## src/core/sewc_pkg.sv

```systemverilog
// package for the enable-controlled static memory write master
// assumes a 20 MHz system clock and a byte-wide asynchronous memory outside
package sewc_pkg;

  // clock period in picoseconds
  localparam int unsigned CLK_PERIOD_PS = 50000;

  // interface timing figures, in nanoseconds (slowest grade bounds the master)
  localparam int unsigned CYCLE_TIME_NS    = 35;
  localparam int unsigned ADDR_TO_END_NS   = 20;
  localparam int unsigned SELECT_WIDTH_NS  = 20;
  localparam int unsigned DATA_TO_END_NS   = 11;
  localparam int unsigned ADDR_SETUP_NS    = 0;
  localparam int unsigned DATA_HOLD_NS     = 0;

  // least times round up to whole cycles, never below one
  function automatic int unsigned ns_to_cyc(input int unsigned ns);
    int unsigned c;
    c = (ns * 1000 + CLK_PERIOD_PS - 1) / CLK_PERIOD_PS;
    return (c < 1) ? 1 : c;
  endfunction

  localparam int unsigned SETUP_CYC  = ns_to_cyc(ADDR_SETUP_NS);
  localparam int unsigned SELECT_CYC = ns_to_cyc(SELECT_WIDTH_NS);
  localparam int unsigned ADDR_CYC   = ns_to_cyc(ADDR_TO_END_NS);
  localparam int unsigned DATA_CYC   = ns_to_cyc(DATA_TO_END_NS);
  localparam int unsigned HOLD_CYC   = ns_to_cyc(DATA_HOLD_NS);
  localparam int unsigned CYCLE_CYC  = ns_to_cyc(CYCLE_TIME_NS);

  // select pulse covers address-to-end and data-to-end as well
  localparam int unsigned PULSE_CYC =
    (SELECT_CYC > ADDR_CYC) ? ((SELECT_CYC > DATA_CYC) ? SELECT_CYC : DATA_CYC)
                            : ((ADDR_CYC > DATA_CYC) ? ADDR_CYC : DATA_CYC);

  localparam int unsigned CNT_W = 4;
  localparam logic [CNT_W-1:0] CNT_ZERO = 4'h0;

  // memory geometry defaults
  localparam int unsigned ADDR_W = 17;
  localparam int unsigned DATA_W = 8;

  // write request carried from the user side
  typedef struct packed {
    logic [ADDR_W-1:0] addr;
    logic [DATA_W-1:0] data;
  } sewc_req_t;

  // memory-side pins bundled
  typedef struct packed {
    logic [ADDR_W-1:0] addr;
    logic [DATA_W-1:0] dout;
    logic              dq_oe;
    logic              select_low_active_n;
    logic              select_high_active;
    logic              write_n;
    logic              output_en_n;
  } sewc_pins_t;

  typedef enum logic [1:0] {
    SEWC_IDLE,
    SEWC_SETUP,
    SEWC_PULSE,
    SEWC_RECOVER
  } sewc_state_t;

endpackage

```

## src/core/sewc_master.sv

```systemverilog
// write master that ends each write by releasing the combined select
// assumes inputs synchronous to clk_i and a memory with no clock of its own
//
// What this block does
// (RULE_01) write happens during select and strobe overlap
// (RULE_02) select means low input low, high input high
// (RULE_03) output enable held high, data pins stay released
// (RULE_04) strobe falls before select asserts
// (RULE_05) select deasserts before strobe rises
// (RULE_06) successive writes spaced by full cycle time
// (RULE_07) address valid long enough before select ends
// (RULE_08) select held for minimum pulse width
// (RULE_09) data valid before end, zero hold after
// (RULE_10) avoid both sides driving data pins
// (RULE_11) address and data steady through overlap
`timescale 1ns/1ps

module sewc_master
  import sewc_pkg::*;
(
  // clock and reset
  input  wire logic              clk_i,
  input  wire logic              arst_n_i,
  // user write request
  input  wire logic              req_valid_i,
  input  wire sewc_req_t         req_i,
  output logic                   req_ready_o,
  output logic                   done_o,
  // memory pins
  output sewc_pins_t             pins_o
);

  sewc_state_t      state;
  logic [CNT_W-1:0] cnt;
  sewc_req_t        hold;

  // pin flops; the port bundle is only wiring over these
  logic [ADDR_W-1:0] pin_addr;
  logic [DATA_W-1:0] pin_dout;
  logic              pin_dq_oe;
  logic              pin_sel_n;
  logic              pin_sel_h;
  logic              pin_write_n;
  logic              pin_oe_n;

  // one-cycle events of the sequencer, shared by the pin processes
  logic              take;
  logic              setup_end;
  logic              pulse_end;
  logic              recover_start;

  // take only in idle; requests in any other state are dropped on purpose
  always_comb begin
    take          = (state == SEWC_IDLE) && req_valid_i;
    setup_end     = (state == SEWC_SETUP) && (cnt == CNT_ZERO);
    pulse_end     = (state == SEWC_PULSE) && (cnt == CNT_ZERO);
    recover_start = (state == SEWC_RECOVER) && (cnt == CNT_W'(CYCLE_CYC - 1));
  end

  // cycle walk with the default figures, e0 being the take edge:
  //   e0: address and data out, data lines driven, strobe low
  //   e1: combined select on, the store window opens
  //   e2: combined select off, the store window closes
  //   e3: strobe high, data lines released, done pulse
  //   e4: back in idle, next request may be taken
  // slowest-grade figures keep any fitted grade safe;
  // the cost is a longer cycle on fast parts

  // sequencer: strobe low, select on, select off, strobe high, recover
  always_ff @(posedge clk_i or negedge arst_n_i) begin
    if (!arst_n_i) begin
      state <= SEWC_IDLE;
      cnt   <= CNT_ZERO;
    end else begin
      unique case (state)
        SEWC_IDLE: begin
          if (req_valid_i) begin
            state <= SEWC_SETUP;
            cnt   <= CNT_W'(SETUP_CYC - 1);
          end
        end
        SEWC_SETUP: begin
          if (cnt == CNT_ZERO) begin
            state <= SEWC_PULSE; // RULE_04
            cnt   <= CNT_W'(PULSE_CYC - 1); // RULE_08
          end else begin
            cnt <= cnt - 4'h1;
          end
        end
        SEWC_PULSE: begin
          if (cnt == CNT_ZERO) begin
            state <= SEWC_RECOVER; // RULE_05
            cnt   <= CNT_W'(CYCLE_CYC - 1); // RULE_06
          end else begin
            cnt <= cnt - 4'h1;
          end
        end
        SEWC_RECOVER: begin
          if (cnt == CNT_ZERO) begin
            state <= SEWC_IDLE;
          end else begin
            cnt <= cnt - 4'h1;
          end
        end
      endcase
    end
  end

  // request capture; frozen for the whole cycle so one location is hit
  always_ff @(posedge clk_i or negedge arst_n_i) begin
    if (!arst_n_i) begin
      hold <= '0;
    end else if (state == SEWC_IDLE && req_valid_i) begin
      hold <= req_i; // RULE_11
    end
  end

  // ready is advisory only: a valid seen in idle is taken regardless
  always_ff @(posedge clk_i or negedge arst_n_i) begin
    if (!arst_n_i) begin
      req_ready_o <= 1'b0;
    end else begin
      req_ready_o <= (state == SEWC_IDLE) && !req_valid_i;
    end
  end

  // done pulses once, on the edge that ends recovery
  always_ff @(posedge clk_i or negedge arst_n_i) begin
    if (!arst_n_i) begin
      done_o <= 1'b0;
    end else begin
      done_o <= (state == SEWC_RECOVER) && (cnt == CNT_ZERO);
    end
  end

  // address: launched on take and held through recovery, so it
  // never moves inside the store window
  always_ff @(posedge clk_i or negedge arst_n_i) begin
    if (!arst_n_i) begin
      pin_addr <= '0;
    end else if (take) begin
      pin_addr <= req_i.addr; // RULE_07
    end else if (recover_start) begin
      pin_addr <= hold.addr; // RULE_11
    end
  end

  // write data: same timing as the address; still driven a cycle after select falls
  always_ff @(posedge clk_i or negedge arst_n_i) begin
    if (!arst_n_i) begin
      pin_dout <= '0;
    end else if (take) begin
      pin_dout <= req_i.data; // RULE_09
    end else if (recover_start) begin
      pin_dout <= hold.data; // RULE_11
    end
  end

  // data line drive: on before the select, off on the same edge the strobe rises
  always_ff @(posedge clk_i or negedge arst_n_i) begin
    if (!arst_n_i) begin
      pin_dq_oe <= 1'b0;
    end else if (take) begin
      pin_dq_oe <= 1'b1; // RULE_10
    end else if (recover_start) begin
      pin_dq_oe <= 1'b0; // RULE_09
    end
  end

  // combined select: both inputs move on one edge, never half on
  always_ff @(posedge clk_i or negedge arst_n_i) begin
    if (!arst_n_i) begin
      pin_sel_n <= 1'b1;
      pin_sel_h <= 1'b0;
    end else if (setup_end) begin
      pin_sel_n <= 1'b0; // RULE_02
      pin_sel_h <= 1'b1; // RULE_01
    end else if (pulse_end) begin
      // write ends by select only; strobe rises a cycle later
      pin_sel_n <= 1'b1; // RULE_05
      pin_sel_h <= 1'b0; // RULE_08
    end
  end

  // strobe: falls on take, a cycle ahead of the select, rises after it
  always_ff @(posedge clk_i or negedge arst_n_i) begin
    if (!arst_n_i) begin
      pin_write_n <= 1'b1;
    end else if (take) begin
      pin_write_n <= 1'b0; // RULE_04
    end else if (recover_start) begin
      pin_write_n <= 1'b1; // RULE_05
    end
  end

  // output enable never asserted; this block only writes, so the
  // memory never drives the data lines against us
  always_ff @(posedge clk_i or negedge arst_n_i) begin
    if (!arst_n_i) begin
      pin_oe_n <= 1'b1; // RULE_03
    end else begin
      pin_oe_n <= 1'b1; // RULE_03
    end
  end

  // pin bundle is pure wiring over the flops above
  assign pins_o = '{
    addr:                pin_addr,
    dout:                pin_dout,
    dq_oe:               pin_dq_oe,
    select_low_active_n: pin_sel_n,
    select_high_active:  pin_sel_h,
    write_n:             pin_write_n,
    output_en_n:         pin_oe_n
  };

endmodule

```

## config.mk

```make
export PLATFORM = sky130hd
export DESIGN_NAME = sewc_master
export DESIGN_NICKNAME = d
export VERILOG_FILES = /design/src/core/sewc_pkg.sv /design/src/core/sewc_master.sv
export SDC_FILE = /design/constraint.sdc
export NUM_CORES = 1
export LEC_CHECK = 0
export BUFFER_PORTS_ARGS = -buffer_cell sky130_fd_sc_hd__buf_2
export CORE_UTILIZATION = 45
export CTS_CLUSTER_SIZE = 12
export DETAILED_ROUTE_END_ITERATION = 7
export PLACE_DENSITY = 0.73
export SKIP_CTS_REPAIR_TIMING = 1
export SLEW_MARGIN = 10
export SYNTH_ARGS = -nofsm -noshare
export SYNTH_HDL_FRONTEND = slang
export SYNTH_SLANG_ARGS = --single-unit
```

## constraint.sdc

```tcl
create_clock -name clk_i -period 1.8 [get_ports clk_i]
set_clock_uncertainty 0.2 [all_clocks]
set_input_delay 0.36 -clock clk_i [delete_from_list [all_inputs] [get_ports clk_i]]
set_output_delay 0.36 -clock clk_i [all_outputs]
set_load 0.05 [all_outputs]
```

---- Word level (Yosys, flattened, before mapping) ----
Cells that the tools add are included.
word-level totals
  output and inout bits ................... 32
  register bits after elaboration ......... 62
  word-level logic and storage cells ...... 55
cells by class
  mux-type cells .......................... 21
  equal/unequal tests ..................... 8
  $add $sub $neg .......................... 1
  reductions and logical operators ........ 13
operators with widths
  kind                   number
  $mux W17               2
  $mux W8                2
  $mux W4                3
  $pmux W4 S3            1
  $mux W1                8
  $mux W2                4
  $pmux W2 S4            1
  $ne A2 B2 Y1 const B   3
  $logic_and A1 B1 Y1    5
  $eq A2 B2 Y1 const B   2
  $logic_not A4 Y1       1
  $ne A2 B1 Y1 const B   2
  $reduce_and A4 Y1      1
  $reduce_bool A2 Y1     2
  $sub A4 B1 Y4 const B  1
  $eq A2 B1 Y1 const B   1
  $logic_not A2 Y1       1
  $reduce_and A2 Y1      1
  $reduce_or A2 Y1       1
  $logic_not A1 Y1       1

---- Logic depth before layout (Yosys ltp) ----
Gate-level depths: netlist of run 1.
  depth in word-level cells ............... 4
  mapped depth ............................ 7

---- Worst setup path before layout of run 1 ----
No wires, ideal clock.
  kind .................................... flip-flop to flip-flop
  from .................................... register state[0]
  to ...................................... register pin_addr[0]
  buffers on the path ..................... 2
  library setup time ...................... 125 ps
  clock period less this slack ............ 1935 ps
  cell stages (with the launch flop) ...... 8
  arrival time ............................ 1610 ps
  setup slack ............................. -135 ps
  cell sequence ........................... dfrtp_1 > inv_1 > ha_1 > and2_4 > buf_6 > buf_12 > mux2_4 > mux2_4
between the ends
  word-level cells in the longest chain between the ends .. 3
  elaborated cells on any way between the ends .. 6
RTL lines
  element                                                   RTL line                              text
  start: declaration                                        sewc_master.sv:33                     sewc_state_t state;
  start signal: assignment                                  sewc_master.sv:72                     state <= SEWC_IDLE;
  start signal: assignment                                  sewc_master.sv:78                     state <= SEWC_SETUP;
  start signal: assignment                                  sewc_master.sv:84                     state <= SEWC_PULSE;
  $eq A2 B2 Y1 or $logic_not A2 Y1 (tied branches)          sewc_master.sv:57, sewc_master.sv:54
  $logic_and A1 B1 Y1, on equally long branches             sewc_master.sv:57, sewc_master.sv:54
  $reduce_bool A2 Y1 (no line) or $mux W17 (tied branches)  -
  end signal: assignment                                    sewc_master.sv:142                    pin_addr <= req_i.addr;
  end signal: assignment                                    sewc_master.sv:144                    pin_addr <= hold.addr;
  end: declaration                                          sewc_master.sv:38                     logic [ADDR_W-1:0] pin_addr;
Parallel ways exist; a longest one is shown, timed or not.
A chain may end at the register's enable or synchronous reset.

---- Final worst setup path of run 1 ----
  from .................................... register state[1]
  to ...................................... register pin_addr[10]
The elaborated chain is that of the path after synthesis.

==> key figures, run 1 <==
Floorplan
  • I/O pins: 60
  • # rows: 27
  • Core area: 5642 um2
  • Initial Util: 48.08%
  • Die area: 6343 um2
  • Width of the die: 79.64 um
  • Die height: 79.64 um

Power and ir drop
  • Total Power: 0.007763 W
  • Worst vdd ir: 1.098 mV
  • Pwr Density: 2235 nW/um2
  • Leak pwr: 1.735 nW

STA
  • Hold Slack: 0.06383 ns
  • Fmax: 533.3 MHz
  • Final worst-path cycle share: 104.2%
  • Final worst slack: -0.07529 ns
  • Fin. max-slew vios: 0
  • Final-report hold violation count: 0
  • Final count of negative-setup-slack endpoints: 25
  • Unrepaired setup endpoints after global routing: true
  • Fin crit period: 1.875 ns

Status
  • Failing checks: negative setup slack
  • Outcome: finished with violations

Cells and area
  • Diodes inserted: 0
  • Final Util: 61.57%
  • # fillers: 461
  • Finished Layout Cells: 330
  • Reg area: 1554 um2
  • Nets@finish: 289
  • Share of cells above drive strength 1: 63.18%
  • Multi-input logic area: 1120 um2
  • Area Growth Syn to Fin: 28.04%

Drt
  • Vias: 1,599
  • Post-Route WL: 5.037 mm
  • Residual DRC: 0
  • TritonRoute pass-1 iters: 6
  • Initial DRC Count: 98
  • Wire per inst: 15.26 um
  • Routed Antenna Nets: 0
  • Post-DR vias/cell: 4.845

Global route
  • Initial antenna violation count: 0
  • First-pass GRT wire length: 8.404 mm
  • Largest net degree at the start of global routing: 37
  • Number of global-route vias before repair: 1,719
  • Tot GR Track Use: 18.00%
  • GRT Residual Overflow: 0

Synthesis
  • Post-Synth Simple-Gate Area: 4.751%
  • Post-synthesis mux area share: 26.80%
  • Synth warnings: 0
  • XOR/XNOR Fraction of Synth Area: 0%
  • Mapped Cells: 171
  • #FFs+latches synth: 62
  • Mean Syn Cell Area: 15.86 um2
  • Synthesized area: 2713 um2
  • Area leader, netlist: dfrtp_1
  • Largest family of logic cells by synthesized area: multiplexers
  • Post-Synth Adder-Cell Area: 3.229%
  • Area contributors post-synth: dfrtp_1, mux2_4, mux2_2
  • Net Count, Synth: 206
  • Distinct cells, synth: 29
  • Yosys top cell area share: 55.35%
  • Sequential area share after synthesis: 57.29%
  • Post-synthesis compound-gate area fraction: 2.860%

Place
  • HPWL after DPL: 3.520 mm
  • GP Congestion: 0.6981
  • PortBufs: 58
  • Placed insts: 310
  • Setup Slack @ Placement: -0.06609 ns

Setup path
  • Startpoint Class: register
  • Critical path class: register to register
  • CP Data Required Time: 1.82 ns
  • R2R Setup Slk: -0.08 ns
  • Peak fanout along the critical path: 13
  • CP Data Arrival Time: 1.89 ns
  • Crit. End Element: register

Clock network
  • Clock transition at path regs: 0.07 ns
  • Clock buffer count from CTS: 9
  • Clock sink total: 62
  • H-Tree Depth: 3
  • TritonCTS clock tree: built
  • Clock Path Buffers: 2
  • Worst skew pair latency: 0.34 ns
  • Root buffer cell: clkbuf_8

Job
  • Maxcap violations: 0

Worst hold path
  • Worst hold-check path type: input port to register
==> report_power, final <==
| group | total (W) | internal (W) | switching [W] |
|---|---|---|---|
| Sequential | 0.00239 | 0.00210 | 0.000290 |
| Combinational | 0.00434 | 0.00198 | 0.00236 |
| Clock | 0.00104 | 0.000524 | 0.000511 |
| Total | 0.00776 | 0.00460 | 0.00316 |
==> layer usage <==
metal / track usage, % / vias to the layer above / wire, um
met5: 0 / - / 0
met4: 9.818 / 0 / 102
met3: 5.371 / 9 / 251
met2: 27.09 / 45 / 2355
met1: 23.14 / 795 / 2329
li1: - / 750 / -
==> synth_stat cells <==
cell type  number
mux2_2         12
nor3_1          2
a21oi_1         2
mux2_4         38
a211o_1         1
nand2b_1        2
mux2i_1         1
nor2_1          4
mux2_1          1
o211ai_1        2
clkbuf_1        1
buf_4           5
and2b_1         1
o21ai_0         4
nand2_1         6
a22o_1          1
or3b_2          2
ha_1            7
nand4bb_2       1
conb_1          1
buf_12          2
and2_4          1
nor3b_2         1
dfrtp_1        60
buf_6           3
dfstp_2         2
o21bai_1        2
inv_1           5
nand2_2         1
==> sequential cells by signal, summed over array words and instances (netlist names) <==
| name | flops |
|---|---|
| pin_addr | 17 |
| pin_sel_n | 1 |
| pin_dq_oe | 1 |
| req_ready_o | 1 |
| done_o | 1 |
| pin_dout | 8 |
| state | 2 |
| pin_sel_h | 1 |
| hold | 25 |
| pin_write_n | 1 |
| cnt | 4 |
==> logic make-up after synthesis <==
kind of cell / count (synthesis)
adder cells (fa/ha/maj): 7
buffers and inverters: 16
other: 1
multiplexers: 52
flip-flops: 62
AND/OR/NAND/NOR: 21
AO/OA/AOI/OAI: 12
==> path summary, 6_finish.rpt <==
| kind | cells after the start | start | endpoint |
|---|---|---|---|
| worst max-delay path | 6 | state[1] | pin_addr[10] |
| min in group asynchronous | 2 | arst_n_i | pin_addr[9] |
| worst min-delay path | 2 | req_i[9] | hold[9] |
| max in group asynchronous | 3 | arst_n_i | pin_sel_n |
| worst max register to register | 6 | state[1] | pin_addr[10] |
| worst min register to register | 2 | pin_dq_oe | pin_dq_oe |
==> critical path: stages (launching register included) <==
cell and delay, ns:
dfrtp_1 0.40, inv_2 0.09, ha_4 0.14, and2_4 0.18
buf_12 0.17, mux2_4 0.32, mux2_4 0.25
==> layout make-up <==
class                   instances  area share (%)
inverters                       5          0.5403
clock inverters                 4          0.6844
flip-flops and latches         62           44.74
repair buffers                 83           15.13
clock buffers                  11           4.071
well taps                      72           2.594
multi-input cells              93           32.24
==> layout by cell type, fill, tap and decap left out, types with 2 or more instances in the layout <==
master | synthesis | layout
clkinv_2 | 0 | 3
ha_4 | 0 | 2
buf_12 | 2 | 3
mux2_4 | 38 | 49
buf_6 | 3 | 2
inv_2 | 0 | 2
clkbuf_8 | 0 | 10
buf_4 | 5 | 19
nor2_1 | 4 | 4
o21ai_0 | 4 | 4
a21oi_1 | 2 | 2
dfrtp_1 | 60 | 60
buf_2 | 0 | 58
ha_1 | 7 | 2
nand2_1 | 6 | 6
or3b_4 | 0 | 2
inv_1 | 5 | 3
nand2b_1 | 2 | 2
o211ai_1 | 2 | 2
ha_2 | 0 | 3
dfstp_2 | 2 | 2
==> through the flow <==
| stage | TNS [ns] | cell area (um2) |
|---|---|---|
| 2_1_floorplan | -1.480 | 2725 |
| 3_3_place_gp | -0.09778 | 3178 |
| 3_5_place_dp | -1.117 | 3178 |
| 4_1_cts | -1.549 | 3343 |
| 5_1_grt | -2.769 | 3473 |
| 6_report | -1.376 | 3473 |
(Power assumes the default switching activity.)
==> run 2, diff against run 1 <==
--- a/config.mk
+++ b/config.mk
@@ -11,6 +11,7 @@
 export DETAILED_ROUTE_END_ITERATION = 7
 export PLACE_DENSITY = 0.73
 export SKIP_CTS_REPAIR_TIMING = 1
+export SKIP_LAST_GASP = 1
 export SLEW_MARGIN = 10
 export SYNTH_ARGS = -nofsm -noshare
 export SYNTH_HDL_FRONTEND = slang
==> run 2 against run 1 <==
  * The flow still finishes with violations (negative setup slack)
  * Worst hold slack is essentially flat
  * Non-clock buffer count is the same
  * Critical path depth is the same
  * Register-to-register slack is essentially flat
  * Global-route usage is the same
  * Sequential cell count is the same
  * Count of clock-buffer cells in the layout is the same
  * Combinational power is essentially flat
  * Via count shrank 0.31%
  * Sequential share of layout area is essentially flat
  * Setup slack gained 0.00090 ns
  * Core utilization shrank 0.067 points
  * Critical endpoint unchanged
  * Largest power group unchanged
==> key figures, run 2 (synthesis results as in run 1) <==
Status
  • Outcome: finished with violations
  • Failing checks: negative setup slack

Floorplan
  • Die area: 6343 um2 (unchanged)
  • I/O pins: 60 (unchanged)
  • Core area: 5642 um2 (unchanged)
  • # rows: 27 (unchanged)
  • Die height: 79.64 um (unchanged)
  • Initial Util: 48.08% (unchanged)
  • Width of the die: 79.64 um (unchanged)

Drt
  • TritonRoute pass-1 iters: 6 (unchanged)
  • Initial DRC Count: 95 (-3.1%)
  • Vias: 1,594 (-0.31%)
  • Wire per inst: 15.24 um (-0.18%)
  • Post-Route WL: 5.028 mm (-0.18%)
  • Post-DR vias/cell: 4.830 (-0.31%)
  • Routed Antenna Nets: 0 (unchanged)
  • Residual DRC: 0 (unchanged)

Power and ir drop
  • Sw frac: 40.72% (about the same)
  • Sw power: 0.003158 W (about the same)
  • Leak pwr: 1.731 nW (-0.19%)
  • Pwr Density: 2235 nW/um2 (about the same)
  • Clock share of power: 13.4% (about the same)
  • Seq pwr share: 30.8% (about the same)
  • Worst vdd ir: 1.097 mV (about the same)
  • Pint: 0.004596 W (-0.16%)
  • Total Power: 0.007754 W (-0.11%)
  • Logic pwr share: 55.9% (about the same)

STA
  • Fin. max-slew vios: 0 (unchanged)
  • Final count of negative-setup-slack endpoints: 25 (unchanged)
  • Total negative slack: -1.386 ns (-0.009700 ns)
  • Fmax: 533.5 MHz (about the same)
  • Unrepaired setup endpoints after global routing: true
  • Final worst-path cycle share: 104.1% (about the same)
  • Final worst slack: -0.07440 ns (+0.0008959 ns)
  • Fin crit period: 1.874 ns (-0.0008959 ns)
  • Final-report hold violation count: 0 (unchanged)

Setup path
  • Peak fanout along the critical path: 13 (unchanged)
  • Crit. End Element: register
  • Reg-to-Reg End: pin_addr[10]
  • CP Data Required Time: 1.82 ns (about the same)
  • Crit path launch: state[1]
  • FF-to-FF path depth: 6 (unchanged)
  • Reg2Reg Launch Point: state[1]
  • CP Data Arrival Time: 1.89 ns (about the same)
  • Critical path class: register to register
  • R2R Setup Slk: -0.07 ns (about the same)
  • Startpoint Class: register

Place
  • Placed instance area: 3178 um2 (unchanged)
  • Placed insts: 310 (unchanged)
  • GP Congestion: 0.6981 (unchanged)
  • PortBufs: 58 (unchanged)
  • HPWL after DPL: 3.520 mm (unchanged)
  • Setup Slack @ Placement: -0.06609 ns (unchanged)

Cells and area
  • Most frequent cells in the layout: dfrtp_1, buf_2, mux2_4
  • Most common cell after layout, fill and taps aside: dfrtp_1
  • Max reg flops: 25 (unchanged)
  • Share of cells above drive strength 1: 63.18% (unchanged)
  • Largest Register: hold
  • # fillers: 461 (unchanged)
  • Biggest regs: hold: 25 flops, pin_addr: 17 flops, pin_dout: 8 flops
  • Diodes inserted: 0 (unchanged)
  • Finished Layout Cells: 330 (unchanged)
  • Final Cell Area: 3470 um2 (-0.11%)
  • Nets@finish: 289 (unchanged)
  • Area Growth Syn to Fin: 27.91%

Clock network
  • Root buffer cell: clkbuf_8
  • Clock Path Buffers: 2 (unchanged)
  • Clock buffer count from CTS: 9 (unchanged)
  • H-Tree Depth: 3 (unchanged)
  • TritonCTS clock tree: built
  • Worst skew pair latency: 0.34 ns (about the same)
  • Clock transition at path regs: 0.07 ns (about the same)
  • Clock sink total: 62 (unchanged)

Global route
  • First-pass GRT wire length: 8.404 mm (unchanged)
  • Largest net degree at the start of global routing: 37 (unchanged)
  • GRT Residual Overflow: 0 (unchanged)
  • Initial antenna violation count: 0 (unchanged)
  • Number of global-route vias before repair: 1,719 (unchanged)
  • Tot GR Track Use: 18.00% (unchanged)

Worst hold path
  • Worst Hold End: hold[5]
  • Worst hold start: req_i[5]
  • WHS Path Cells: 2 (unchanged)
  • Worst hold-check path type: input port to register

Job
  • Maxcap violations: 0 (unchanged)
run 2: changes by cell type in the layout (fill, tap and decap cells not counted):
cell / before / now
mux2_2: 1 / 2
mux2_4: 49 / 48
run 2: worst max-delay path, stage by stage, from the launching register on:
cell and delay (ns):
dfrtp_1 0.40, inv_2 0.09, ha_4 0.14, and2_4 0.18
buf_12 0.17, mux2_4 0.32, mux2_4 0.25
run 2: power by group through the flow:
| stage | registers [W] | logic [W] | clock network (W) |
|---|---|---|---|
| after CTS | 0.00239 | 0.00406 | 0.00106 |
| final | 0.00239 | 0.00433 | 0.00104 |
| after global placement | 0.00239 | 0.00394 | 0 |
| after global routing | 0.00246 | 0.00461 | 0.00114 |
| after detailed placement | 0.00241 | 0.00404 | 0 |
| after floorplan | 0.00343 | 0.00216 | 0 |
run 2: cell type report:
cell class	count	area (um2)	area share [%]
Inverter	5	18.77	0.5409
Tap cell	72	90.09	2.596
Clock buffer	11	141.4	4.075
Multi-Input combinational cell	93	1116	32.17
Clock inverter	4	23.77	0.6852
Sequential cell	62	1554	44.79
Timing Repair Buffer	83	525.5	15.15
run 2: layer usage:
layer	share of wire [%]	wire, um	GRT usage [%]	vias up
met3	5.1	254	5.371	8
li1	-	-	-	751
met5	0	0	0	-
met1	46	2327	23.14	791
met4	1.9	96	9.818	0
met2	47	2349	27.09	44
run 2: worst max-delay path by stage:
stage / endpoint / slack, ns
2_1_floorplan: pin_addr[0] / -0.08
4_1_cts: pin_addr[16] / -0.08
3_3_place_gp: pin_dout[7] / -0.02
5_1_grt: pin_addr[3] / -0.13
6_report: pin_addr[10] / -0.07
3_5_place_dp: pin_addr[16] / -0.07
run 2: metrics by stage:
| stage | util (%) | hold WS (ns) |
|---|---|---|
| floorplan | - | -0.1356 |
| global placement | 56.33 | 0.01821 |
| detailed placement | 56.33 | 0.02290 |
| CTS | 59.26 | -0.3457 |
| global route | 61.50 | 0.05249 |
| finish | 61.50 | 0.06368 |
